<file path="config.mk">
export PLATFORM = sky130hd
export DESIGN_NAME = eb_bank_config
export DESIGN_NICKNAME = d
export VERILOG_FILES = /design/src/eb_pkg.sv /design/src/eb_bank_if.sv /design/src/eb_bank_match.sv /design/src/eb_bank_config.sv
export SDC_FILE = /design/constraint.sdc
export NUM_CORES = 1
export LEC_CHECK = 0
export BUFFER_PORTS_ARGS = -buffer_cell sky130_fd_sc_hd__buf_2
export CORE_AREA = 2 2 195 197
export DETAILED_ROUTE_END_ITERATION = 8
export DIE_AREA = 0 0 197 199
export PLACE_DENSITY_LB_ADDON = 0.08
export SLEW_MARGIN = 20
export SYNTH_ARGS = -nofsm -noshare
export SYNTH_HDL_FRONTEND = slang
export SYNTH_SLANG_ARGS = --single-unit
</file>
<file path="constraint.sdc">
create_clock -name clk_i -period 3.1 [get_ports clk_i]
set_clock_uncertainty 0.1 [all_clocks]
set_input_delay 0 -clock clk_i [delete_from_list [all_inputs] [get_ports clk_i]]
set_output_delay 0 -clock clk_i [all_outputs]
set_load 0.005 [all_outputs]
</file>
<file path="src/eb_pkg.sv">
// constants, field layout and register map of the external bus bank configuration block
//
// Summary of operation
// - four DRAM bank configuration registers, banks four to seven.
// - DRAM bank: base select 0:7, size 8:10, usage 11:12, line fill 13.
// - DRAM bank: early row strobe 14, width 15:16, mux select 17, type bit 31.
// - DRAM timing: row-col 18, page mode 20, first 21:22, burst 23:24, precharge 25.
// - DRAM refresh: alternate mode 19, row strobe on refresh 26, rate 27:30.
// - SRAM bank: burst 14, width 15:16, ready enable 17, wait count 18:23.
// - SRAM bank: strobe delays 24 to 27, hold 28:30, bit 31 reads zero in banks zero to three.
// - after reset banks one and two are disabled and decode nothing.
// - flash decodes cacheable at 0xFFF00000 and noncacheable at 0x7FF00000.
// - DRAM decodes cacheable at 0x00000000 and noncacheable at 0x80000000.
// - serial at 0x7E000000 and Ethernet at 0xF4000000, both noncacheable.
// - Ethernet interrupt on input zero, serial on input one, high level.
// - interrupt polarity and triggering come from the I/O configuration register.
// - size codes 000 to 110 give 1 to 64 MB, base aligned to size.
// - address bits 1:3 of 000 go to DRAM, 111 to SRAM, else reserved.
package eb_pkg;
   // ----------------------------------------------------------------
   // register map
   // ----------------------------------------------------------------
   localparam int          ADDR_W         = 8;
   localparam logic [7:0]  OFF_BANK0      = 8'h00;
   localparam logic [7:0]  OFF_BANK_LAST  = 8'h1C;
   localparam logic [7:0]  OFF_IO_CONFIG  = 8'h20;
   localparam logic [7:0]  OFF_INSTR_CACHE = 8'h24;
   localparam logic [7:0]  OFF_DATA_CACHE = 8'h28;
   localparam logic [7:0]  OFF_STATUS     = 8'h2C;
   localparam int          NUM_BANKS      = 8;
   localparam int          FIRST_DRAM_BANK = 4;
   localparam logic [31:0] RESET_BANK     = 32'h0000_0000;
   localparam logic [31:0] RESET_CACHE    = 32'h0000_0000;
   localparam logic [31:0] RESET_IO_CONFIG = 32'h0000_0000;

   // ----------------------------------------------------------------
   // bank fields, bit 0 of the register is the MSB
   // ----------------------------------------------------------------
   localparam int BASE_HI = 31, BASE_LO = 24;
   localparam int SIZE_HI = 23, SIZE_LO = 21;
   localparam int USAGE_HI = 20, USAGE_LO = 19;
   localparam int SEQ_LINE_FILL = 18;
   localparam int EARLY_ROW_STROBE = 17;
   localparam int BUS_WIDTH_HI = 16, BUS_WIDTH_LO = 15;
   localparam int ADDR_MUX_SELECT = 14;
   localparam int ROW_COL_TIMING = 13;
   localparam int ALT_REFRESH = 12;
   localparam int PAGE_MODE = 11;
   localparam int FIRST_ACC_HI = 10, FIRST_ACC_LO = 9;
   localparam int BURST_ACC_HI = 8, BURST_ACC_LO = 7;
   localparam int PRECHARGE = 6;
   localparam int ROW_STROBE_ON_REFRESH = 5;
   localparam int REFRESH_RATE_HI = 4, REFRESH_RATE_LO = 1;
   localparam int SRAM_DRAM_SEL = 0;
   localparam int BURST_ENABLE = 17;
   localparam int READY_INPUT_ENABLE = 14;
   localparam int TRANSFER_WAIT_HI = 13, TRANSFER_WAIT_LO = 8;
   localparam int CHIP_SELECT_ON_DELAY = 7;
   localparam int OUTPUT_ENABLE_ON_DELAY = 6;
   localparam int WRITE_BYTE_ON_DELAY = 5;
   localparam int WRITE_BYTE_OFF_DELAY = 4;
   localparam int HOLD_HI = 3, HOLD_LO = 1;
   localparam int SRAM_RESERVED = 0;
   localparam logic [2:0] SIZE_CODE_MAX = 3'h6;
   localparam logic [1:0] USAGE_OFF = 2'h0;

   // ----------------------------------------------------------------
   // address fields of an access, bit 0 is the MSB
   // ----------------------------------------------------------------
   localparam int REGION_HI = 30, REGION_LO = 28;
   localparam int ABASE_HI = 27, ABASE_LO = 20;
   localparam int CREG_HI = 31, CREG_LO = 27;
   localparam logic [2:0] REGION_DRAM = 3'h0;
   localparam logic [2:0] REGION_SRAM = 3'h7;

   // ----------------------------------------------------------------
   // I/O configuration and status fields
   // ----------------------------------------------------------------
   localparam int IRQ0_POL = 0, IRQ0_EDGE = 1, IRQ1_POL = 2, IRQ1_EDGE = 3;
   localparam int DRAM_READ_CLOCK = 4, EDO_MODE = 5;
   localparam int ST_LEVEL_LO = 0, ST_PEND_LO = 2;
   localparam int ST_HIT = 4, ST_RESERVED = 5;
   localparam int IRQ_N = 2;
endpackage

</file>
<file path="src/eb_bank_if.sv">
// bank configuration and lookup result between the register bank and one bank matcher
`timescale 1ns/10ps
interface eb_bank_if;
   logic [31:0] cfg;
   logic [31:0] addr;
   logic        hit;
   logic        dram;
   modport ctrl (output cfg, output addr, input hit, input dram);
   modport dec  (input cfg, input addr, output hit, output dram);
endinterface

</file>
<file path="src/eb_bank_match.sv">
// address match of one bank against its configuration register
`timescale 1ns/10ps
module eb_bank_match #(
   parameter bit DRAM_OK = 1'b0
) (
   eb_bank_if.dec bus
);
   logic [2:0] size_w;
   logic [7:0] mask_w;
   logic [7:0] base_w;
   logic [2:0] region_w;
   logic       dram_w;
   logic       region_ok_w;
   logic       base_ok_w;
   logic       enabled_w;

   assign size_w   = bus.cfg[eb_pkg::SIZE_HI:eb_pkg::SIZE_LO];
   assign base_w   = bus.cfg[eb_pkg::BASE_HI:eb_pkg::BASE_LO];
   assign region_w = bus.addr[eb_pkg::REGION_HI:eb_pkg::REGION_LO];
   // size code masks
   // low base bits below the size are don't care
   assign mask_w   = 8'(8'hFF << size_w);
   assign base_ok_w = ((bus.addr[eb_pkg::ABASE_HI:eb_pkg::ABASE_LO] ^ base_w) & mask_w) == 8'h00;
   // type bit selects
   // banks below four can never describe DRAM
   assign dram_w   = DRAM_OK && !bus.cfg[eb_pkg::SRAM_DRAM_SEL];
   assign region_ok_w = dram_w ? (region_w == eb_pkg::REGION_DRAM) : (region_w == eb_pkg::REGION_SRAM);
   assign enabled_w = (bus.cfg[eb_pkg::USAGE_HI:eb_pkg::USAGE_LO] != eb_pkg::USAGE_OFF)
                      && (size_w <= eb_pkg::SIZE_CODE_MAX);
   assign bus.hit  = enabled_w && region_ok_w && base_ok_w;
   assign bus.dram = dram_w;
endmodule

</file>
<file path="src/eb_bank_config.sv">
// bank configuration registers, board address decode and external interrupt conditioning
//
// Implementation choices: the plain strobed port and the placing of the registers.
`timescale 1ns/10ps
module eb_bank_config (
   input  wire logic                      clk_i,
   input  wire logic                      resetn_i,
   input  wire logic [eb_pkg::ADDR_W-1:0] addr_i,
   input  wire logic [31:0]               wdata_i,
   input  wire logic                      wr_i,
   input  wire logic                      rd_i,
   output logic      [31:0]               rdata_o,
   input  wire logic                      acc_valid_i,
   input  wire logic [31:0]               acc_addr_i,
   input  wire logic                      acc_instr_i,
   output logic                           acc_ack_o,
   output logic                           acc_hit_o,
   output logic      [2:0]                acc_bank_o,
   output logic                           acc_dram_o,
   output logic                           acc_sram_o,
   output logic                           acc_reserved_o,
   output logic                           acc_cacheable_o,
   output logic      [31:0]               acc_cfg_o,
   input  wire logic                      ext_irq_zero_i,
   input  wire logic                      ext_irq_one_i,
   output logic      [1:0]                irq_req_o,
   output logic                           dram_read_clock_o,
   output logic                           edo_mode_o
);
   // ----------------------------------------------------------------
   // state
   // ----------------------------------------------------------------
   logic [31:0]            bank_q [eb_pkg::NUM_BANKS];
   logic [31:0]            io_config_reg_q;
   logic [31:0]            instr_cacheability_reg_q;
   logic [31:0]            data_cacheability_reg_q;
   logic [31:0]            rdata_q;
   logic                   ack_q;
   logic                   hit_q;
   logic [2:0]             bank_idx_q;
   logic                   dram_q;
   logic                   sram_q;
   logic                   reserved_q;
   logic                   cacheable_q;
   logic [31:0]            cfg_q;
   logic [eb_pkg::IRQ_N-1:0] sync1_q;
   logic [eb_pkg::IRQ_N-1:0] sync2_q;
   logic [eb_pkg::IRQ_N-1:0] sync3_q;
   logic [eb_pkg::IRQ_N-1:0] level_q;
   logic [eb_pkg::IRQ_N-1:0] active_prev_q;
   logic [eb_pkg::IRQ_N-1:0] pend_q;
   logic [eb_pkg::IRQ_N-1:0] pend_d;
   logic [eb_pkg::IRQ_N-1:0] irq_q;
   logic                   ser_written_q;
   logic                   eth_written_q;

   // ----------------------------------------------------------------
   // register decode
   // ----------------------------------------------------------------
   logic       bank_sel_w;
   logic [2:0] bank_wr_idx_w;
   logic       sel_io_w;
   logic       sel_icache_w;
   logic       sel_dcache_w;
   logic       sel_status_w;
   logic [31:0] bank_wdata_w;
   logic [31:0] status_w;
   logic [31:0] rmux_w;

   assign bank_sel_w    = (addr_i <= eb_pkg::OFF_BANK_LAST) && (addr_i[1:0] == 2'h0);
   assign bank_wr_idx_w = addr_i[4:2];
   assign sel_io_w      = addr_i == eb_pkg::OFF_IO_CONFIG;
   assign sel_icache_w  = addr_i == eb_pkg::OFF_INSTR_CACHE;
   assign sel_dcache_w  = addr_i == eb_pkg::OFF_DATA_CACHE;
   assign sel_status_w  = addr_i == eb_pkg::OFF_STATUS;

   // reserved bit zero
   // low banks only hold SRAM, so the type bit cannot be set there
   assign bank_wdata_w = {wdata_i[31:1],
                          wdata_i[eb_pkg::SRAM_DRAM_SEL] && (int'(bank_wr_idx_w) >= eb_pkg::FIRST_DRAM_BANK)};

   assign status_w = {26'h0, reserved_q, hit_q, pend_q, level_q};

   always_comb
   begin
      if (bank_sel_w)
         rmux_w = bank_q[bank_wr_idx_w];
      else if (sel_io_w)
         rmux_w = io_config_reg_q;
      else if (sel_icache_w)
         rmux_w = instr_cacheability_reg_q;
      else if (sel_dcache_w)
         rmux_w = data_cacheability_reg_q;
      else if (sel_status_w)
         rmux_w = status_w;
      else
         rmux_w = 32'h0000_0000;
   end

   // ----------------------------------------------------------------
   // register writes
   // ----------------------------------------------------------------
   // full-word bank storage
   always_ff @(posedge clk_i or negedge resetn_i)
   begin
      if (!resetn_i)
      begin
         for (int i = 0; i < eb_pkg::NUM_BANKS; i++)
            bank_q[i] <= eb_pkg::RESET_BANK;
      end
      else if (wr_i && bank_sel_w)
         bank_q[bank_wr_idx_w] <= bank_wdata_w;
   end

   always_ff @(posedge clk_i or negedge resetn_i)
   begin
      if (!resetn_i)
      begin
         io_config_reg_q          <= eb_pkg::RESET_IO_CONFIG;
         instr_cacheability_reg_q <= eb_pkg::RESET_CACHE;
         data_cacheability_reg_q  <= eb_pkg::RESET_CACHE;
      end
      else if (wr_i)
      begin
         if (sel_io_w)
            io_config_reg_q <= wdata_i;
         if (sel_icache_w)
            instr_cacheability_reg_q <= wdata_i;
         if (sel_dcache_w)
            data_cacheability_reg_q <= wdata_i;
      end
   end

   // read data stands only in the cycle after the strobe
   always_ff @(posedge clk_i or negedge resetn_i)
   begin
      if (!resetn_i)
         rdata_q <= 32'h0000_0000;
      else
         rdata_q <= rd_i ? rmux_w : 32'h0000_0000;
   end

   // ----------------------------------------------------------------
   // address decode
   // ----------------------------------------------------------------
   logic [eb_pkg::NUM_BANKS-1:0] hit_w;
   logic [eb_pkg::NUM_BANKS-1:0] dram_w;
   logic [2:0]  first_w;
   logic        any_hit_w;
   logic [2:0]  region_w;
   logic        region_rsvd_w;
   logic [4:0]  creg_w;
   logic        cache_bit_w;

   for (genvar g = 0; g < eb_pkg::NUM_BANKS; g++)
   begin : g_bank
      eb_bank_if u_if ();
      assign u_if.cfg  = bank_q[g];
      assign u_if.addr = acc_addr_i;
      assign hit_w[g]  = u_if.hit;
      assign dram_w[g] = u_if.dram;
      eb_bank_match #(
         .DRAM_OK (g >= eb_pkg::FIRST_DRAM_BANK)
      ) u_match (
         .bus (u_if.dec)
      );
   end

   // lowest bank wins; overlapping banks are a software error anyway
   always_comb
   begin
      first_w = 3'h0;
      for (int i = eb_pkg::NUM_BANKS - 1; i >= 0; i--)
         if (hit_w[i])
            first_w = 3'(i);
   end

   assign region_w      = acc_addr_i[eb_pkg::REGION_HI:eb_pkg::REGION_LO];
   assign region_rsvd_w = (region_w != eb_pkg::REGION_DRAM) && (region_w != eb_pkg::REGION_SRAM);
   assign any_hit_w     = |hit_w;
   // alias by MSB
   // one cacheability bit per 128MB region, bit 31 covers region 0
   assign creg_w        = acc_addr_i[eb_pkg::CREG_HI:eb_pkg::CREG_LO];
   assign cache_bit_w   = acc_instr_i ? instr_cacheability_reg_q[5'h1F - creg_w]
                                      : data_cacheability_reg_q[5'h1F - creg_w];

   always_ff @(posedge clk_i or negedge resetn_i)
   begin
      if (!resetn_i)
      begin
         ack_q       <= 1'b0;
         hit_q       <= 1'b0;
         bank_idx_q  <= 3'h0;
         dram_q      <= 1'b0;
         sram_q      <= 1'b0;
         reserved_q  <= 1'b0;
         cacheable_q <= 1'b0;
         cfg_q       <= 32'h0000_0000;
      end
      else
      begin
         ack_q       <= acc_valid_i;
         hit_q       <= acc_valid_i && any_hit_w;
         bank_idx_q  <= first_w;
         dram_q      <= acc_valid_i && any_hit_w && dram_w[first_w];
         sram_q      <= acc_valid_i && any_hit_w && !dram_w[first_w];
         reserved_q  <= acc_valid_i && region_rsvd_w;
         cacheable_q <= acc_valid_i && any_hit_w && cache_bit_w;
         cfg_q       <= any_hit_w ? bank_q[first_w] : 32'h0000_0000;
      end
   end

   // ----------------------------------------------------------------
   // external interrupts
   // ----------------------------------------------------------------
   logic [eb_pkg::IRQ_N-1:0] pol_w;
   logic [eb_pkg::IRQ_N-1:0] edge_w;
   logic [eb_pkg::IRQ_N-1:0] active_w;
   logic [eb_pkg::IRQ_N-1:0] clr_w;

   assign pol_w    = {io_config_reg_q[eb_pkg::IRQ1_POL], io_config_reg_q[eb_pkg::IRQ0_POL]};
   assign edge_w   = {io_config_reg_q[eb_pkg::IRQ1_EDGE], io_config_reg_q[eb_pkg::IRQ0_EDGE]};
   assign active_w = level_q ~^ pol_w;
   assign clr_w    = (wr_i && sel_status_w) ? wdata_i[eb_pkg::ST_PEND_LO +: eb_pkg::IRQ_N] : '0;
   // set wins over a clear in the same cycle
   assign pend_d   = (pend_q & ~clr_w) | (edge_w & active_w & ~active_prev_q);

   // input zero Ethernet, one serial
   // a level is accepted once the second and third stages agree
   always_ff @(posedge clk_i or negedge resetn_i)
   begin
      if (!resetn_i)
      begin
         sync1_q       <= '0;
         sync2_q       <= '0;
         sync3_q       <= '0;
         level_q       <= '0;
         active_prev_q <= '0;
         pend_q        <= '0;
         irq_q         <= '0;
      end
      else
      begin
         sync1_q       <= {ext_irq_one_i, ext_irq_zero_i};
         sync2_q       <= sync1_q;
         sync3_q       <= sync2_q;
         level_q       <= (sync2_q & sync3_q) | (level_q & (sync2_q | sync3_q));
         active_prev_q <= active_w;
         pend_q        <= pend_d;
         irq_q         <= (edge_w & pend_d) | (~edge_w & active_w);
      end
   end

   // ----------------------------------------------------------------
   // outputs
   // ----------------------------------------------------------------
   assign rdata_o           = rdata_q;
   assign acc_ack_o         = ack_q;
   assign acc_hit_o         = hit_q;
   assign acc_bank_o        = bank_idx_q;
   assign acc_dram_o        = dram_q;
   assign acc_sram_o        = sram_q;
   assign acc_reserved_o    = reserved_q;
   assign acc_cacheable_o   = cacheable_q;
   assign acc_cfg_o         = cfg_q;
   assign irq_req_o         = irq_q;
   assign dram_read_clock_o = io_config_reg_q[eb_pkg::DRAM_READ_CLOCK];
   assign edo_mode_o        = io_config_reg_q[eb_pkg::EDO_MODE];

   logic any_enabled_w;
   always_comb
   begin
      any_enabled_w = 1'b0;
      for (int i = 0; i < eb_pkg::NUM_BANKS; i++)
         if (bank_q[i][eb_pkg::USAGE_HI:eb_pkg::USAGE_LO] != eb_pkg::USAGE_OFF)
            any_enabled_w = 1'b1;
   end

   always_ff @(posedge clk_i or negedge resetn_i)
   begin
      if (!resetn_i)
      begin
         ser_written_q <= 1'b0;
         eth_written_q <= 1'b0;
      end
      else if (wr_i && bank_sel_w)
      begin
         ser_written_q <= ser_written_q || (bank_wr_idx_w == 3'h1);
         eth_written_q <= eth_written_q || (bank_wr_idx_w == 3'h2);
      end
   end
endmodule

</file>
==> results.md <==
- Status: completed
- Synth warnings: 0
- Sequential share of power: 46.5%
- HPWL Detailed: 44700 um
- Top cell type's share of synthesized area: 49.0%
- Wire length per cell: 27.7 um
- Pre-antenna DRT Iters: 5
- Vias in the first global route: 16200
- Final setup margin: 57.7 ps
- Period utilization: 98.1%
- Root Buffer: clkbuf_16
- Slowest library cell on the worst path: dfrtp_1
- 1st-iter DRT viols: 1515
- Hold Path Origin: addr_i[4]
- Tmin final: 3040 ps
- Final WL: 66400 um
- Fin nets: 1969
- Maximum VDD drop: 400 uV
- First-pass GRT wire length: 101000 um
- Mapped Cells: 1672
- Tightest hold margin: 108 ps
- WL met3: 5210 um
- Crit path top cell by count: buf_4
- Sw frac: 24.2%
- GPL Wtd Cong: 0.971
- Clk network pwr share: 44.4%
- Io pins: 157
- Register-to-Register Setup Slack: 60 ps
- Startpoint Class: flip-flop
- Main synth FF type: dfrtp_1
- WP buf/inv: 2
- F_max: 329 MHz
- Slew headroom: 48.5%
- Worst Max-Slew Pin Slew: 773 ps
- Final Power: 13.3 mW
- CP endpoint kind: flip-flop
- Vias/cell: 6.57
- DRC: 0
- Grt ovf: 0
- Starting Density: 60.4%
- Final Hold Vio Count: 0
- Slew Limit Fails: 0
- Most frequent cells in the layout: dfrtp_1 (437), mux2_2 (362), buf_2 (133)
- Async SR Flop Fraction: 100%
- Sequential fraction of the synthesis area: 49.0%
- Hold crit path type: in2reg
- Synth area leaders: dfrtp_1 (49%), mux2_2 (18%), mux4_2 (8.7%)
- Layout cells sized above 1: 44.2%
- Synth area leader: dfrtp_1
- Reg-to-Reg Start: g_bank[1].u_if.cfg[24]
- Flops & latches, synth: 439
- Initial antenna violation count: 6
- Chip Height: 199 um
- CTS buffer count: 46
- Mapped Area: 0.0224 mm^2
- Hold Path Depth: 3
- Met2 wire len: 31100 um
- Synthesis-to-finish area growth: 18.4%
- Top Layer Used: met4
- Worst R2R End: acc_cfg_o[4]
- Leak: 12.7 nW
- Critical Path Max Stage Delay: 430 ps
- # placed instances: 2259
- Synth cell types: 73
- Crit Path Max Fanout: 10
- Kind of critical path: reg2reg
- Int Power: 10.1 mW
- Largest net degree at the start of global routing: 74
- EDFF count, synth: 0
- Maximum clock path buffer count: 3
- Gr usage total: 35.0%
- Die ar.: 0.0392 mm^2
- Routed Antenna Nets: 0
- PortBufs: 136
- Arrival @ worst endpoint: 3440 ps
- Final core occ: 71.6%
- Placement Rows: 71
- Worst-skew pair later-pin latency: 590 ps
- CTS sink count: 439
- M1 WL: 28700 um
- Most common cell after layout, fill and taps aside: dfrtp_1
- P per Cell Area: 501 mW/mm^2
- DR vias: 15800
- Clock-pin slew on the worst setup and hold paths: 60 ps
- Die Wd: 197 um
- Crit-path cells: xnor2_1 > o21ai_0 > nor3b_1 > nor3_4 > or2_2 > nor4_4 > buf_4 > buf_4 > o221ai_1 > a21o_1 > o211ai_1
- Worst Path Required: 3500 ps
- Layout Cells excl Fill: 2402
- Avg Inst Size Synth: 13.4 um^2
- CTS H-tree depth: 2
- Final setup viols: 0
- CTS tree: done
- Top delay family on crit path: simple AND/OR/NAND/NOR gates
- Pre-CTS WS: -233 ps
- Psw: 3.22 mW
- Synth Net Count: 1752
- MaxCap Viol Count: 0
- Core area: 0.0371 mm^2
- Worst Reg2Reg Path Length in Cells: 11
- Hold Path Sink: g_bank[4].u_if.cfg[0]
- Combinational Power Share: 9.1%
==> timing repair <==
| item | in CTS | in global routing |
|---|---|---|
| hold endpoints to repair | 830 | 0 |
| setup endpoints to repair | 34 | 32 |
| pin swaps | 2 | 4 |
| buffers inserted | 3 | 4 |
| gates resized for setup | 3 | 26 |
| hold buffers | 49 | 0 |
==> per-layer routing <==
metal  track usage [%]  vias to the layer above
li1                  -                     6679
met1              51.0                     8327
met2              55.1                      672
met3              6.15                       98
met4              8.77                        0
met5                 0                        -
==> final cells by class <==
cell class                      count  area (um^2)
Sequential cell                   439        11000
Clock inverter                     21          283
Multi-Input combinational cell   1077        10800
Fill cell                        2577        10600
Inverter                            9         33.8
Tap cell                          474          593
Antenna cell                        1         2.50
Timing Repair Buffer              316         2490
Clock buffer                       65         1340
==> cells in the mapped netlist, types with 13 or more instances <==
library cell / count
mux2i_1: 121
a21oi_1: 54
mux2_2: 362
nand2_1: 55
xnor2_1: 34
o211ai_1: 14
nor2_1: 49
dfrtp_1: 439
o22ai_1: 27
mux4_2: 87
xor2_1: 31
and2_1: 35
o21ai_0: 32
o221ai_1: 30
a22oi_1: 17
buf_2: 13
a21o_1: 16
buf_1: 24
clkbuf_1: 90
==> worst register-to-register path, cell delays in order, from the launching register on <==
cell	delay, ps
dfrtp_1	430
xnor2_1	140
o21ai_0	330
nor3b_1	440
nor3_4	100
or2_2	360
nor4_4	200
buf_4	200
buf_4	230
o221ai_1	160
a21o_1	180
o211ai_1	100
==> power groups by stage <==
stage	clock network, mW	logic, mW	registers, mW
3_5_place_dp	0	1.14	6.29
5_1_grt	6.22	1.30	6.22
4_1_cts	5.97	1.20	6.19
2_1_floorplan	0	0.709	6.21
3_3_place_gp	0	1.12	6.27
6_report	5.91	1.21	6.20
==> stage by stage <==
| stage | area (um^2) | setup TNS [ps] |
|---|---|---|
| final | 26600 | 0 |
| after global routing | 26600 | -11.1 |
| after CTS | 26400 | 0 |
| after detailed placement | 24200 | -3320 |
| after global placement | 24200 | -2650 |
| after floorplan | 22400 | 0 |
==> state kept, by name, summed over array words and instances (netlist names), 2 cells and up <==
signal / cells
g_bank.u_if.cfg: 256
acc_cfg_o: 32
data_cacheability_reg_q: 32
instr_cacheability_reg_q: 32
io_config_reg_q: 32
rdata_o: 32
acc_bank_o: 3
active_prev_q: 2
irq_req_o: 2
level_q: 2
pend_q: 2
sync1_q: 2
sync2_q: 2
sync3_q: 2
==> cell families after synthesis <==
group,count (synthesis),synth area share [%]
muxes,579,33.0
and+or+nand+nor,199,4.64
DFF,439,49.0
buffers and inverters,156,3.52
AOI/OAI and AO/OA,231,7.14
xor gates and xnor gates,66,2.61
adders and majority gates,2,0.0892
==> worst max path at each step <==
stage | from | depth (start not counted) | endpoint | slack, ps
2_1_floorplan | g_bank[3].u_if.cfg[24] | 10 | acc_cfg_o[8] | 350
3_3_place_gp | g_bank[3].u_if.cfg[24] | 12 | acc_cfg_o[8] | -170
3_5_place_dp | g_bank[3].u_if.cfg[24] | 12 | acc_cfg_o[0] | -230
4_1_cts | g_bank[4].u_if.cfg[30] | 11 | acc_cfg_o[16] | 20
5_1_grt | g_bank[6].u_if.cfg[30] | 12 | acc_cfg_o[4] | -7
6_report | g_bank[1].u_if.cfg[24] | 11 | acc_cfg_o[4] | 60
Note: power is estimated with default switching activity, not from simulation.
